## src/core/floppy_if_strap_config_map.vh

```
// Constants for the floppy interface strap configuration logic
`ifndef FLOPPY_IF_STRAP_CONFIG_MAP_VH
`define FLOPPY_IF_STRAP_CONFIG_MAP_VH
`define IRQ_LINES 7
`define IRQ_IDX_F 5
`define IRQ_IDX_G 6
`define LATE_ISSUE_MIN 4'h4
`define STRAP_SETTLE_NS 1000
`define CLK_PERIOD_NS 100
`define STRAP_SETTLE_CYC ((`STRAP_SETTLE_NS + `CLK_PERIOD_NS - 1) / `CLK_PERIOD_NS)
`define STATE_IDLE 2'h0
`define STATE_HOLD 2'h1
`define STATE_OWN 2'h2
`endif

```

## src/core/floppy_if_strap_config.v

```verilog
// Strap-selected drive, DMA chain and interrupt routing logic
//
`timescale 1ns/1ps
`include "floppy_if_strap_config_map.vh"

// What this block does
// - Each module has its own DMA engine; grant chain position fixes priority.
// - Nearest module wins; grant passes on only when this module is idle.
// - Family link picks standard or mini drives; daisy link shares mini lines.
// - Without daisy link, drive 0 and drive 1 ready inputs stay separate.
// - Ready link forces ready active or follows the drive state.
// - Select-gating link absent: drive selects only active with head load.
// - Subchannel links fitted: shared pin accepts the other module's DMA request.
// - Otherwise shared pin flags multiple addressing; never in subchannel mode.
// - Controller interrupt goes to at most one of seven lines; one link only.
// - In subchannel mode lines six and seven carry read and write strobes.
// - Issue three or lower, non-dual-height: a routing link must be fitted.
// - Hold request to host; bus driven only after hold acknowledge.
module floppy_if_strap_config (
	// Clock and reset
	input wire clk_sys,
	input wire rst_n,
	// Link straps
	input wire link_standard,
	input wire link_daisy,
	input wire link_ready_forced,
	input wire link_sel_free,
	input wire link_subchannel,
	input wire [6:0] irq_route_links,
	input wire [3:0] hw_issue,
	input wire dual_height,
	// Controller side
	input wire ctl_irq,
	input wire ctl_dma_req,
	input wire ctl_sel0,
	input wire ctl_sel1,
	input wire ctl_head_load,
	input wire sub_rd_strobe,
	input wire sub_wr_strobe,
	input wire addr_multi_hit,
	// Host bus DMA chain
	output reg hold_req,
	input wire hold_ack,
	input wire chained_grant_in,
	output reg chained_grant_out,
	output reg host_bus_release,
	output reg dma_granted,
	// Shared pin (four signals)
	input wire shared_pin_in,
	output reg multi_address_flag,
	output reg shared_pin_oe,
	output reg sub_dma_req,
	// Interrupt lines, index 0 is irq_line_a
	output reg [6:0] irq_line_out,
	output reg [6:0] irq_line_oe,
	// Drive side
	input wire ready0_in,
	input wire ready1_in,
	output reg drive_sel0,
	output reg drive_sel1,
	output reg drive_ready0,
	output reg drive_ready1,
	output reg mini_drive,
	output reg daisy_mode,
	// Configuration status
	output reg config_valid,
	output reg config_error
);

reg [3:0] settle_cnt;
reg captured;
reg cap_standard, cap_daisy, cap_ready_forced, cap_sel_free, cap_sub;
reg [6:0] cap_route;
reg cap_route_err;
reg [1:0] state;
reg [1:0] next_state;
reg hack_s1, hack_s2, gin_s1, gin_s2, pin_s1, pin_s2, r0_s1, r0_s2, r1_s1, r1_s2;
reg [6:0] next_irq_out;
reg [6:0] next_irq_oe;
reg [2:0] route_count;
reg [6:0] sub_mask;
reg dma_active;
integer i;
// Strap synchronisers; links are pins even though they are static
reg std_s1;
reg std_s2;
reg daisy_s1;
reg daisy_s2;
reg rdyf_s1;
reg rdyf_s2;
reg self_s1;
reg self_s2;
reg sub_s1;
reg sub_s2;
reg dual_s1;
reg dual_s2;
reg [6:0] route_s1;
reg [6:0] route_s2;
reg [3:0] issue_s1;
reg [3:0] issue_s2;

// Two flops per strap; a link touched during power-up must not go metastable
// The settle count covers both stages, so no capture latency is added
always @(posedge clk_sys) begin
	if (!rst_n) begin
		std_s1 <= 1'b0;
		std_s2 <= 1'b0;
		daisy_s1 <= 1'b0;
		daisy_s2 <= 1'b0;
		rdyf_s1 <= 1'b0;
		rdyf_s2 <= 1'b0;
		self_s1 <= 1'b0;
		self_s2 <= 1'b0;
		sub_s1 <= 1'b0;
		sub_s2 <= 1'b0;
		dual_s1 <= 1'b0;
		dual_s2 <= 1'b0;
		route_s1 <= 7'h00;
		route_s2 <= 7'h00;
		issue_s1 <= 4'h0;
		issue_s2 <= 4'h0;
	end else begin
		std_s1 <= link_standard;
		std_s2 <= std_s1;
		daisy_s1 <= link_daisy;
		daisy_s2 <= daisy_s1;
		rdyf_s1 <= link_ready_forced;
		rdyf_s2 <= rdyf_s1;
		self_s1 <= link_sel_free;
		self_s2 <= self_s1;
		sub_s1 <= link_subchannel;
		sub_s2 <= sub_s1;
		dual_s1 <= dual_height;
		dual_s2 <= dual_s1;
		route_s1 <= irq_route_links;
		route_s2 <= route_s1;
		issue_s1 <= hw_issue;
		issue_s2 <= issue_s1;
	end
end

// Two-flop synchronisers on all pin inputs
always @(posedge clk_sys) begin
	if (!rst_n) begin
		hack_s1 <= 1'b0;
		hack_s2 <= 1'b0;
		gin_s1 <= 1'b0;
		gin_s2 <= 1'b0;
		pin_s1 <= 1'b0;
		pin_s2 <= 1'b0;
		r0_s1 <= 1'b0;
		r0_s2 <= 1'b0;
		r1_s1 <= 1'b0;
		r1_s2 <= 1'b0;
	end else begin
		hack_s1 <= hold_ack;
		hack_s2 <= hack_s1;
		gin_s1 <= chained_grant_in;
		gin_s2 <= gin_s1;
		pin_s1 <= shared_pin_in;
		pin_s2 <= pin_s1;
		r0_s1 <= ready0_in;
		r0_s2 <= r0_s1;
		r1_s1 <= ready1_in;
		r1_s2 <= r1_s1;
	end
end

// Count of fitted routing links
always @* begin
	route_count = 3'h0;
	for (i = 0; i < `IRQ_LINES; i = i + 1) begin
		route_count = route_count + {2'h0, route_s2[i]};
	end
end

// Straps sampled once after settling; later changes are ignored
always @(posedge clk_sys) begin
	if (!rst_n) begin
		settle_cnt <= 4'h0;
		captured <= 1'b0;
		cap_standard <= 1'b0;
		cap_daisy <= 1'b0;
		cap_ready_forced <= 1'b0;
		cap_sel_free <= 1'b0;
		cap_sub <= 1'b0;
		cap_route <= 7'h00;
		cap_route_err <= 1'b0;
	end else if (!captured) begin
		if (settle_cnt == `STRAP_SETTLE_CYC - 1) begin
			captured <= 1'b1;
			cap_standard <= std_s2;
			cap_daisy <= daisy_s2;
			cap_ready_forced <= rdyf_s2;
			cap_sel_free <= self_s2;
			cap_sub <= sub_s2;
			cap_route <= route_s2;
			cap_route_err <= (route_count > 3'h1) ||
				(sub_s2 && (route_s2[`IRQ_IDX_F] ||
				route_s2[`IRQ_IDX_G])) ||
				(route_count == 3'h0 && !dual_s2 &&
				issue_s2 < `LATE_ISSUE_MIN);
		end else begin
			settle_cnt <= settle_cnt + 4'h1;
		end
	end
end

// Subchannel mode takes the two top lines away from routing
always @* begin
	sub_mask = 7'h00;
	if (cap_sub) begin
		sub_mask[`IRQ_IDX_F] = 1'b1;
		sub_mask[`IRQ_IDX_G] = 1'b1;
	end
	next_irq_out = 7'h00;
	next_irq_oe = 7'h00;
	if (captured && !cap_route_err) begin
		next_irq_oe = cap_route & ~sub_mask;
		next_irq_out = next_irq_oe & {7{ctl_irq}};
	end
	if (cap_sub && captured) begin
		next_irq_oe = next_irq_oe | sub_mask;
		next_irq_out[`IRQ_IDX_F] = sub_rd_strobe;
		next_irq_out[`IRQ_IDX_G] = sub_wr_strobe;
	end
end

// Requests from this controller or the served subchannel
always @* begin
	dma_active = captured && (ctl_dma_req || (cap_sub && pin_s2));
end

// Chain arbiter
always @* begin
	next_state = state;
	case (state)
	`STATE_IDLE: begin
		if (dma_active)
			next_state = `STATE_HOLD;
	end
	`STATE_HOLD: begin
		if (!dma_active)
			next_state = `STATE_IDLE;
		else if (hack_s2 && gin_s2)
			next_state = `STATE_OWN;
	end
	`STATE_OWN: begin
		if (!dma_active || !hack_s2)
			next_state = `STATE_IDLE;
	end
	default: next_state = `STATE_IDLE;
	endcase
end

always @(posedge clk_sys) begin
	if (!rst_n) begin
		state <= `STATE_IDLE;
		hold_req <= 1'b0;
		chained_grant_out <= 1'b0;
		host_bus_release <= 1'b0;
		dma_granted <= 1'b0;
		multi_address_flag <= 1'b0;
		shared_pin_oe <= 1'b0;
		sub_dma_req <= 1'b0;
		irq_line_out <= 7'h00;
		irq_line_oe <= 7'h00;
		drive_sel0 <= 1'b0;
		drive_sel1 <= 1'b0;
		drive_ready0 <= 1'b0;
		drive_ready1 <= 1'b0;
		mini_drive <= 1'b0;
		daisy_mode <= 1'b0;
		config_valid <= 1'b0;
		config_error <= 1'b0;
	end else begin
		state <= next_state;
		hold_req <= (next_state != `STATE_IDLE);
		// Grant passes down only while this module does not want the bus
		chained_grant_out <= gin_s2 && !dma_active && state == `STATE_IDLE;
		host_bus_release <= (next_state == `STATE_OWN);
		dma_granted <= (next_state == `STATE_OWN);
		// Flag output is refused in subchannel mode to avoid a pin fight
		shared_pin_oe <= captured && !cap_sub;
		multi_address_flag <= captured && !cap_sub && addr_multi_hit;
		sub_dma_req <= captured && cap_sub && pin_s2;
		irq_line_out <= next_irq_out;
		irq_line_oe <= next_irq_oe;
		mini_drive <= captured && !cap_standard;
		daisy_mode <= captured && !cap_standard && cap_daisy;
		drive_sel0 <= ctl_sel0 && (cap_sel_free || ctl_head_load);
		drive_sel1 <= ctl_sel1 && (cap_sel_free || ctl_head_load);
		if (cap_ready_forced) begin
			drive_ready0 <= 1'b1;
			drive_ready1 <= 1'b1;
		end else if (cap_daisy && !cap_standard) begin
			drive_ready0 <= r0_s2 && ctl_sel0;
			drive_ready1 <= r0_s2 && ctl_sel1;
		end else begin
			drive_ready0 <= r0_s2;
			drive_ready1 <= r1_s2;
		end
		config_valid <= captured && !cap_route_err;
		config_error <= captured && cap_route_err;
	end
end

endmodule // floppy_if_strap_config

```

## config.mk

```make
export PLATFORM = sky130hd
export DESIGN_NAME = floppy_if_strap_config
export DESIGN_NICKNAME = d
export VERILOG_FILES = /design/src/core/floppy_if_strap_config.v
export VERILOG_INCLUDE_DIRS = /design/src /design/src/core
export SDC_FILE = /design/constraint.sdc
export NUM_CORES = 1
export LEC_CHECK = 0
export BUFFER_PORTS_ARGS = -buffer_cell sky130_fd_sc_hd__buf_4
export CAP_MARGIN = 20
export CORE_ASPECT_RATIO = 1.25
export CORE_MARGIN = 4
export CORE_UTILIZATION = 25
export DETAILED_ROUTE_END_ITERATION = 12
export PLACE_DENSITY = 0.44
export SKIP_CTS_REPAIR_TIMING = 1
export SLEW_MARGIN = 10
export SYNTH_ARGS = -nofsm -noshare
export SYNTH_HDL_FRONTEND = slang
export SYNTH_SLANG_ARGS = --single-unit
```

## constraint.sdc

```tcl
create_clock -name clk_sys -period 7.92 [get_ports clk_sys]
set_input_delay 1.584 -clock clk_sys [delete_from_list [all_inputs] [get_ports clk_sys]]
set_output_delay 1.584 -clock clk_sys [all_outputs]
set_load 0.05 [all_outputs]
```

==> results.toml, run 1 <==
[cts]
clock-sinks = 88
cts_tree = "yes"
root_buffer = "clkbuf_16"
cts_max_path_buffers = 2
clk_pin_slew_ns = 0.06
cts_max_level = 3
cts_made_buffers = 9
clkLatencyLatePin_ns = 0.33

[place]
placed_area_um2 = 3390
hpwl_um = 3560
dp_cells = 448
gp_congestion = 0.736
io_buffers = 58

[route]
vias = 1828
drtIter0Drc = 83
routed_wl_um = 5050
viasPerCell = 3.94
drc = 0
antenna_left = 0
avgRoutedWirePerCell_um = 10.9
dr.pass1.iters = 4

[finish]
final_common_cell = "dfxtp_1"
syn2layout_area_growth_pct = 30.2
n_antenna_cell = 0
nets = 362
mostFrequentLayoutCells = "dfxtp_1, buf_4, and2_1, nand2_1, inv_1"
final_cell_area_um2 = 3710
instances_no_fill = 464
drive_above_1_share_pct = 21.9

[synthesis]
ys_seq_area_share_pct = 61.9
synthCells = 267
syn_area_um2 = 2850
synth-seq-cells = 88
synth_edf_count = 0
avgSynthCellArea_um2 = 10.7
synth_nets = 305
yosysWarnings = 0
synth.distinct_cells = 33
yosys_most_used_dff = "dfxtp_1"
async_reset_ff_share_pct = 0

[timing]
totalNegativeSetupSlack_ns = 0
skew_ns = 0.00356
rsz0062_at_grt = "false"
slew_headroom_pct = 64.0
fin_crit_ns = 2.82
fmax_ghz = 0.355
tightestPinTransition_ns = 0.537
final-hold-violation-count = 0
period_share_pct = 35.6
setup_violations = 0
holdWs_ns = 0.430
maxSlewViolCount = 0

[floorplanning]
start_util_pct = 25.6
core_um2 = 11100
fp.dieW_um = 103
design.die.area_um2 = 13200
die_h_um = 127
io_pins = 61
rows = 43

[setup_path]
critPathKind = "register to register"
path_cells = "inv_1, fa_1, fa_1, inv_1, fa_1, fa_1, nor3_1, a31oi_1"
slowest_stage = "fa_1"
critical_path_buf_inv_count = 2
cp_top_family = "adder cells"
crit_path_max_incr_delay_ns = 0.50
critical_path_required_ns = 8.13
start_kind = "register"
cpMostUsedCell = "fa_1"
crit_path_end_kind = "register"
crit_arrival_ns = 3.03
worst-path-max-fanout = 2

[grt]
grt_max_degree = 67
grt_pass1_wl_um = 8340
antenna_found_initial = 0
first_global_vias = 1759
track_usage_pct = 8.41
overflow = 0

[pwr]
total_power_w = 0.000942
p_leak_nw = 1.61
power_density_nw_per_um2 = 254
vdd_drop_max_v = 0.0000797

[hold_path]
hold_class = "register to register"

[outcome]
outcome = "finished, final reports clean"

[run]
drv_cap = 0
[cell usage after synthesis, types with 3 or more instances]
cell,instances,area [um^2]
dfxtp_1,88,1760
and2_1,43,269
nand2_1,30,113
inv_1,13,48.8
and3_1,12,75.1
nor2_1,11,41.3
a21boi_1,9,67.6
clkbuf_1,7,26.3
a21oi_1,6,30.0
nor2b_1,5,31.3
fa_1,4,80.1
nand2b_1,4,25.0
o21ai_0,4,20.0
a21boi_0,3,22.5
buf_2,3,15.0
[report_power, final]
group	leakage [nW]	switching [W]	internal, W
clock network	0.154	0.000158	0.000285
logic	0.733	0.0000175	0.0000221
registers	0.719	0.00000473	0.000455
[area by class of cell]
type / count / area [um^2]
inverter: 13 / 48.8
fill: 1175 / 7430
timing repair buffer: 58 / 435
tap: 135 / 169
sequential: 88 / 1760
clock buffer: 13 / 250
clock inverter: 3 / 65.1
multi-input combinational: 154 / 977
[metal layers]
metal  vias to the layer above  track usage [%]  part of all wire [%]
li1                        968                -                     -
met1                       810             10.0                    45
met2                        41             12.3                    46
met3                         9             2.89                   5.3
met4                         0             6.17                   3.0
met5                         -                0                     0
[logic make-up (layout without fill, tap and decap cells)]
group	Yosys count	count (layout)	synth area share [%]
flip-flops	88	88	61.9
AND/OR/NAND/NOR	115	115	22.6
multiplexers	2	2	0.703
XOR/XNOR	2	2	0.615
buffers and inverters	25	87	3.82
AO/OA/AOI/OAI	29	29	6.72
adder cells (fa/ha/maj)	6	6	3.69
[per-stage QoR]
step	utilization (%)	setup WS, ns
2_1_floorplan	-	5.32
3_3_place_gp	30.5	4.98
3_5_place_dp	30.5	4.95
4_1_cts	33.3	5.06
5_1_grt	33.3	4.99
6_report	33.3	5.10
[sequential cells by signal, summed over array words and instances (netlist names), 2 cells and up]
signal,count
issue_s1,2
route_s2,7
issue_s2,2
settle_cnt,4
cap_route,7
route_s1,7
irq_line_out,7
irq_line_oe,7
state,2
[worst paths after layout]
| path | start | to | slack (ns) | cells after the start |
|---|---|---|---|---|
| max | route_s2[0] | cap_route_err | 5.10 | 8 |
| min reg2reg | gin_s1 | gin_s2 | 0.43 | 1 |
| max reg2reg | route_s2[0] | cap_route_err | 5.10 | 8 |
| min | gin_s1 | gin_s2 | 0.43 | 1 |
Note: power is estimated with default switching activity, not from simulation.
==> run 2, diff against run 1 <==
Clock period 7.92 ns to 2.65 ns, I/O delays scaled along.
==> run 2 against run 1 <==
Count of clock-buffer cells in the layout is 2 lower. Power grew to 2.8 times the previous value. Utilization fell by 0.16 points. Cell area decreased by 0.47%. Worst hold slack got worse by 0.029 ns. Fmax up 9.5%. Non-clock buffer count rose by 1. Global-route usage up 0.40 points. Setup slack lost 5.0 ns. Via count up 1.3%. Largest cell class unchanged. Highest routed layer unchanged.
==> results.toml, run 2 (same netlist as run 1, synthesis figures left out) <==
[finish]
syn2layout_area_growth_pct = 29.6
drive_above_1_share_pct = 23.9
mostFrequentLayoutCells = "dfxtp_1, buf_4, and2_1, nand2_1, inv_1"
final_common_cell = "dfxtp_1"
n_antenna_cell = 0
final_cell_area_um2 = 3690
fillers = 1153
fin_util_pct = 33.1
nets = 363

[pwr]
power_density_nw_per_um2 = 717
p_leak_nw = 1.59
vdd_drop_max_v = 0.000247
total_power_w = 0.00264

[floorplanning]
start_util_pct = 25.6
die_h_um = 127
design.die.area_um2 = 13200
rows = 43
core_um2 = 11100
io_pins = 61
fp.dieW_um = 103

[cts]
cts_tree = "yes"
cts_max_level = 3
clock-sinks = 88
root_buffer = "clkbuf_16"
clk_pin_slew_ns = 0.06
clkLatencyLatePin_ns = 0.33
cts_max_path_buffers = 2
cts_made_buffers = 9

[grt]
grt_max_degree = 38
first_global_vias = 1890
antenna_found_initial = 0
track_usage_pct = 8.81
grt_pass1_wl_um = 8820
overflow = 0

[setup_path]
crit_end = "cap_route_err"
crit_arrival_ns = 2.78
cp-startpoint = "route_s2[3]"
rr_startpoint = "route_s2[3]"
r2r_cells = 8
rrSetupSlack_ns = 0.07
start_kind = "register"
critical_path_required_ns = 2.86
rr_endpoint = "cap_route_err"
worst-path-max-fanout = 2
crit_path_end_kind = "register"
critPathKind = "register to register"

[place]
gp_congestion = 0.762
hpwl_um = 3740
placed_area_um2 = 3400
io_buffers = 58
dpl_worst_slack_ns = -0.104

[run]
drv_cap = 0

[timing]
totalNegativeSetupSlack_ns = 0
final-hold-violation-count = 0
fmax_ghz = 0.388
skew_ns = 0.00516
maxSlewViolCount = 0
fin_crit_ns = 2.58
rsz0062_at_grt = "false"
tightestPinTransition_ns = 0.559
setup_violations = 0
timing.final.ws_setup_ns = 0.0748
period_share_pct = 97.2
slew_headroom_pct = 62.5

[hold_path]
hold_class = "input port to register"

[route]
drtIter0Drc = 69
viasPerCell = 3.98
drc = 0
antenna_left = 0
avgRoutedWirePerCell_um = 11.2
dr.pass1.iters = 4
vias = 1851
routed_wl_um = 5220

[outcome]
outcome = "finished, final reports clean"
-- run 2: metrics by stage --
| stage | std cells | hold slack (ns) |
|---|---|---|
| 2_1_floorplan | 267 | 0.412 |
| 3_3_place_gp | 449 | 0.416 |
| 3_5_place_dp | 449 | 0.419 |
| 4_1_cts | 465 | 0.381 |
| 5_1_grt | 465 | 0.386 |
| 6_report | 465 | 0.401 |
-- run 2: final cells by class --
cell class,count,area (um^2),area share (%)
well taps,135,169,4.58
clock buffers,11,243,6.58
multi-input cells,154,991,26.9
repair buffers,59,443,12.0
clock inverters,5,32.5,0.882
inverters,13,48.8,1.32
flip-flops and latches,88,1760,47.8
-- run 2: worst min-delay path by stage --
stage	start	to	slack, ns	cells past startpoint
2_1_floorplan	daisy_s1	daisy_s2	0.41	1
3_3_place_gp	self_s1	self_s2	0.42	1
3_5_place_dp	hack_s1	hack_s2	0.42	1
4_1_cts	irq_route_links[5]	route_s1[5]	0.38	2
5_1_grt	irq_route_links[4]	route_s1[4]	0.39	2
6_report	irq_route_links[0]	route_s1[0]	0.40	2
-- run 2: critical path, cell delays in order, from the launching register on --
cell and delay [ns]:
dfxtp_2 0.33, inv_1 0.05, fa_1 0.49, fa_1 0.50
inv_1 0.06, fa_2 0.33, fa_1 0.45, nor3_2 0.16
a31oi_1 0.09
-- run 2: power by group --
part | total [W] | switching, W | internal (W)
combinational | 0.000124 | 0.0000536 | 0.0000705
sequential | 0.00137 | 0.0000143 | 0.00136
clock | 0.00115 | 0.000491 | 0.000657
total | 0.00264 | 0.000559 | 0.00209
-- run 2: layer usage --
| metal | GRT usage [%] | vias to the layer above | wire (um) |
|---|---|---|---|
| met1 | 10.3 | 833 | 2350 |
| met5 | 0 | - | 0 |
| li1 | - | 971 | - |
| met3 | 3.93 | 6 | 231 |
| met2 | 13.4 | 41 | 2530 |
| met4 | 4.80 | 0 | 108 |
==> run 3, diff against run 2 <==
==> constraint.sdc (replaced) <==
create_clock -name clk_sys -period 2.65 [get_ports clk_sys]
set_input_delay 0.3975 -clock clk_sys [delete_from_list [all_inputs] [get_ports clk_sys]]
set_output_delay 0.3975 -clock clk_sys [all_outputs]
set_load 0.05 [all_outputs]
==> run 3 against run 2 <==
Clock power about the same. Non-clock buffer count unchanged. Power is 1.3% higher. Critical path depth unchanged. Sequential share of layout area down 0.11 points. Combinational power hardly changed. First-iteration DRC count down 12%. Via count decreased by 0.16%. Wire length shrank 2.9%. Global-route usage shrank 0.45 points. Sequential cell count stayed put. Sequential power hardly changed.
==> results.toml, run 3 (same netlist as run 1, synthesis figures left out) <==
[timing]
maxSlewViolCount = 0
fmax_ghz = 0.382
slew_headroom_pct = 62.9
fin_crit_ns = 2.61
totalNegativeSetupSlack_ns = 0
holdWs_ns = 0.273
period_share_pct = 98.7
skew_ns = 0.00394
rsz0062_at_grt = "true"
final-hold-violation-count = 0
setup_violations = 0
tightestPinTransition_ns = 0.553

[setup_path]
critical_path_required_ns = 2.85
slowest_stage = "fa_1"
cpMostUsedCell = "fa_1"
crit_path_max_incr_delay_ns = 0.55
path_cells = "inv_2, fa_1, fa_1, inv_2, fa_2, fa_1, nor3_2, a31oi_1"
critPathKind = "register to register"
crit_arrival_ns = 2.82
worst-path-max-fanout = 2
cp_top_family = "adder cells"
crit_path_end_kind = "register"
start_kind = "register"
critical_path_buf_inv_count = 2

[finish]
nets = 363
mostFrequentLayoutCells = "dfxtp_1, buf_4, and2_1, nand2_1, and3_1"
final_common_cell = "dfxtp_1"
syn2layout_area_growth_pct = 30.1
drive_above_1_share_pct = 24.8
n_antenna_cell = 0
fin_util_pct = 33.3

[grt]
grt_pass1_wl_um = 8420
first_global_vias = 1856
overflow = 0
track_usage_pct = 8.36
antenna_found_initial = 0
grt_max_degree = 67

[pwr]
power_density_nw_per_um2 = 723
vdd_drop_max_v = 0.000260
p_leak_nw = 1.60

[place]
gp_congestion = 0.757
hpwl_um = 3560
io_buffers = 58

[floorplanning]
fp.dieW_um = 103
rows = 43
core_um2 = 11100
start_util_pct = 25.6
io_pins = 61
design.die.area_um2 = 13200
die_h_um = 127

[hold_path]
hold_class = "input port to register"

[cts]
cts_max_level = 3
clock-sinks = 88
cts_made_buffers = 9
clkLatencyLatePin_ns = 0.33
cts_max_path_buffers = 2
cts_tree = "yes"
root_buffer = "clkbuf_16"
clk_pin_slew_ns = 0.06

[route]
avgRoutedWirePerCell_um = 10.9
dr.pass1.iters = 4
viasPerCell = 3.97
drtIter0Drc = 61
antenna_left = 0
routed_wl_um = 5070
drc = 0
vias = 1848

[run]
drv_cap = 0

[outcome]
outcome = "finished, final reports clean"
## run 3: report_power, final
group | total (W) | switching [W] | internal (W)
Combinational | 0.000125 | 0.0000543 | 0.0000709
Clock | 0.00118 | 0.000470 | 0.000711
Sequential | 0.00137 | 0.0000142 | 0.00136
Total | 0.00268 | 0.000539 | 0.00214
## run 3: per-layer routing
metal	part of all wire [%]	up-vias	GRT usage [%]	wire length (um)
met5	0	-	0	0
met3	5.0	12	2.73	254
met1	45	831	9.88	2290
met2	47	40	12.8	2380
li1	-	965	-	-
met4	2.9	0	5.26	147
## run 3: final cells by class
| type | count | area (um^2) |
|---|---|---|
| clock inverters | 2 | 12.5 |
| inverters | 13 | 48.8 |
| well taps | 135 | 169 |
| flip-flops and latches | 88 | 1770 |
| fillers | 1167 | 7430 |
| multi-input cells | 154 | 991 |
| repair buffers | 59 | 443 |
| clock buffers | 14 | 274 |
## run 3: final timing paths
kind                       start                  to  slack (ns)  cells past startpoint
hold reg to reg           gin_s1              gin_s2        0.43                      1
setup / recovery     route_s2[3]       cap_route_err        0.04                      8
setup reg to reg     route_s2[3]       cap_route_err        0.04                      8
hold / removal    addr_multi_hit  multi_address_flag        0.27                      2
## run 3: through the flow
stage	instances	cell area, um^2	power, W	setup WS, ns
final	465	3700	0.00268	0.0352
after global routing	465	3700	0.00281	-0.0469
after CTS	464	3680	0.00272	-0.108
after detailed placement	448	3390	0.00152	-0.108
after global placement	448	3390	0.00152	-0.0189
after floorplan	267	2850	0.00147	0.0495
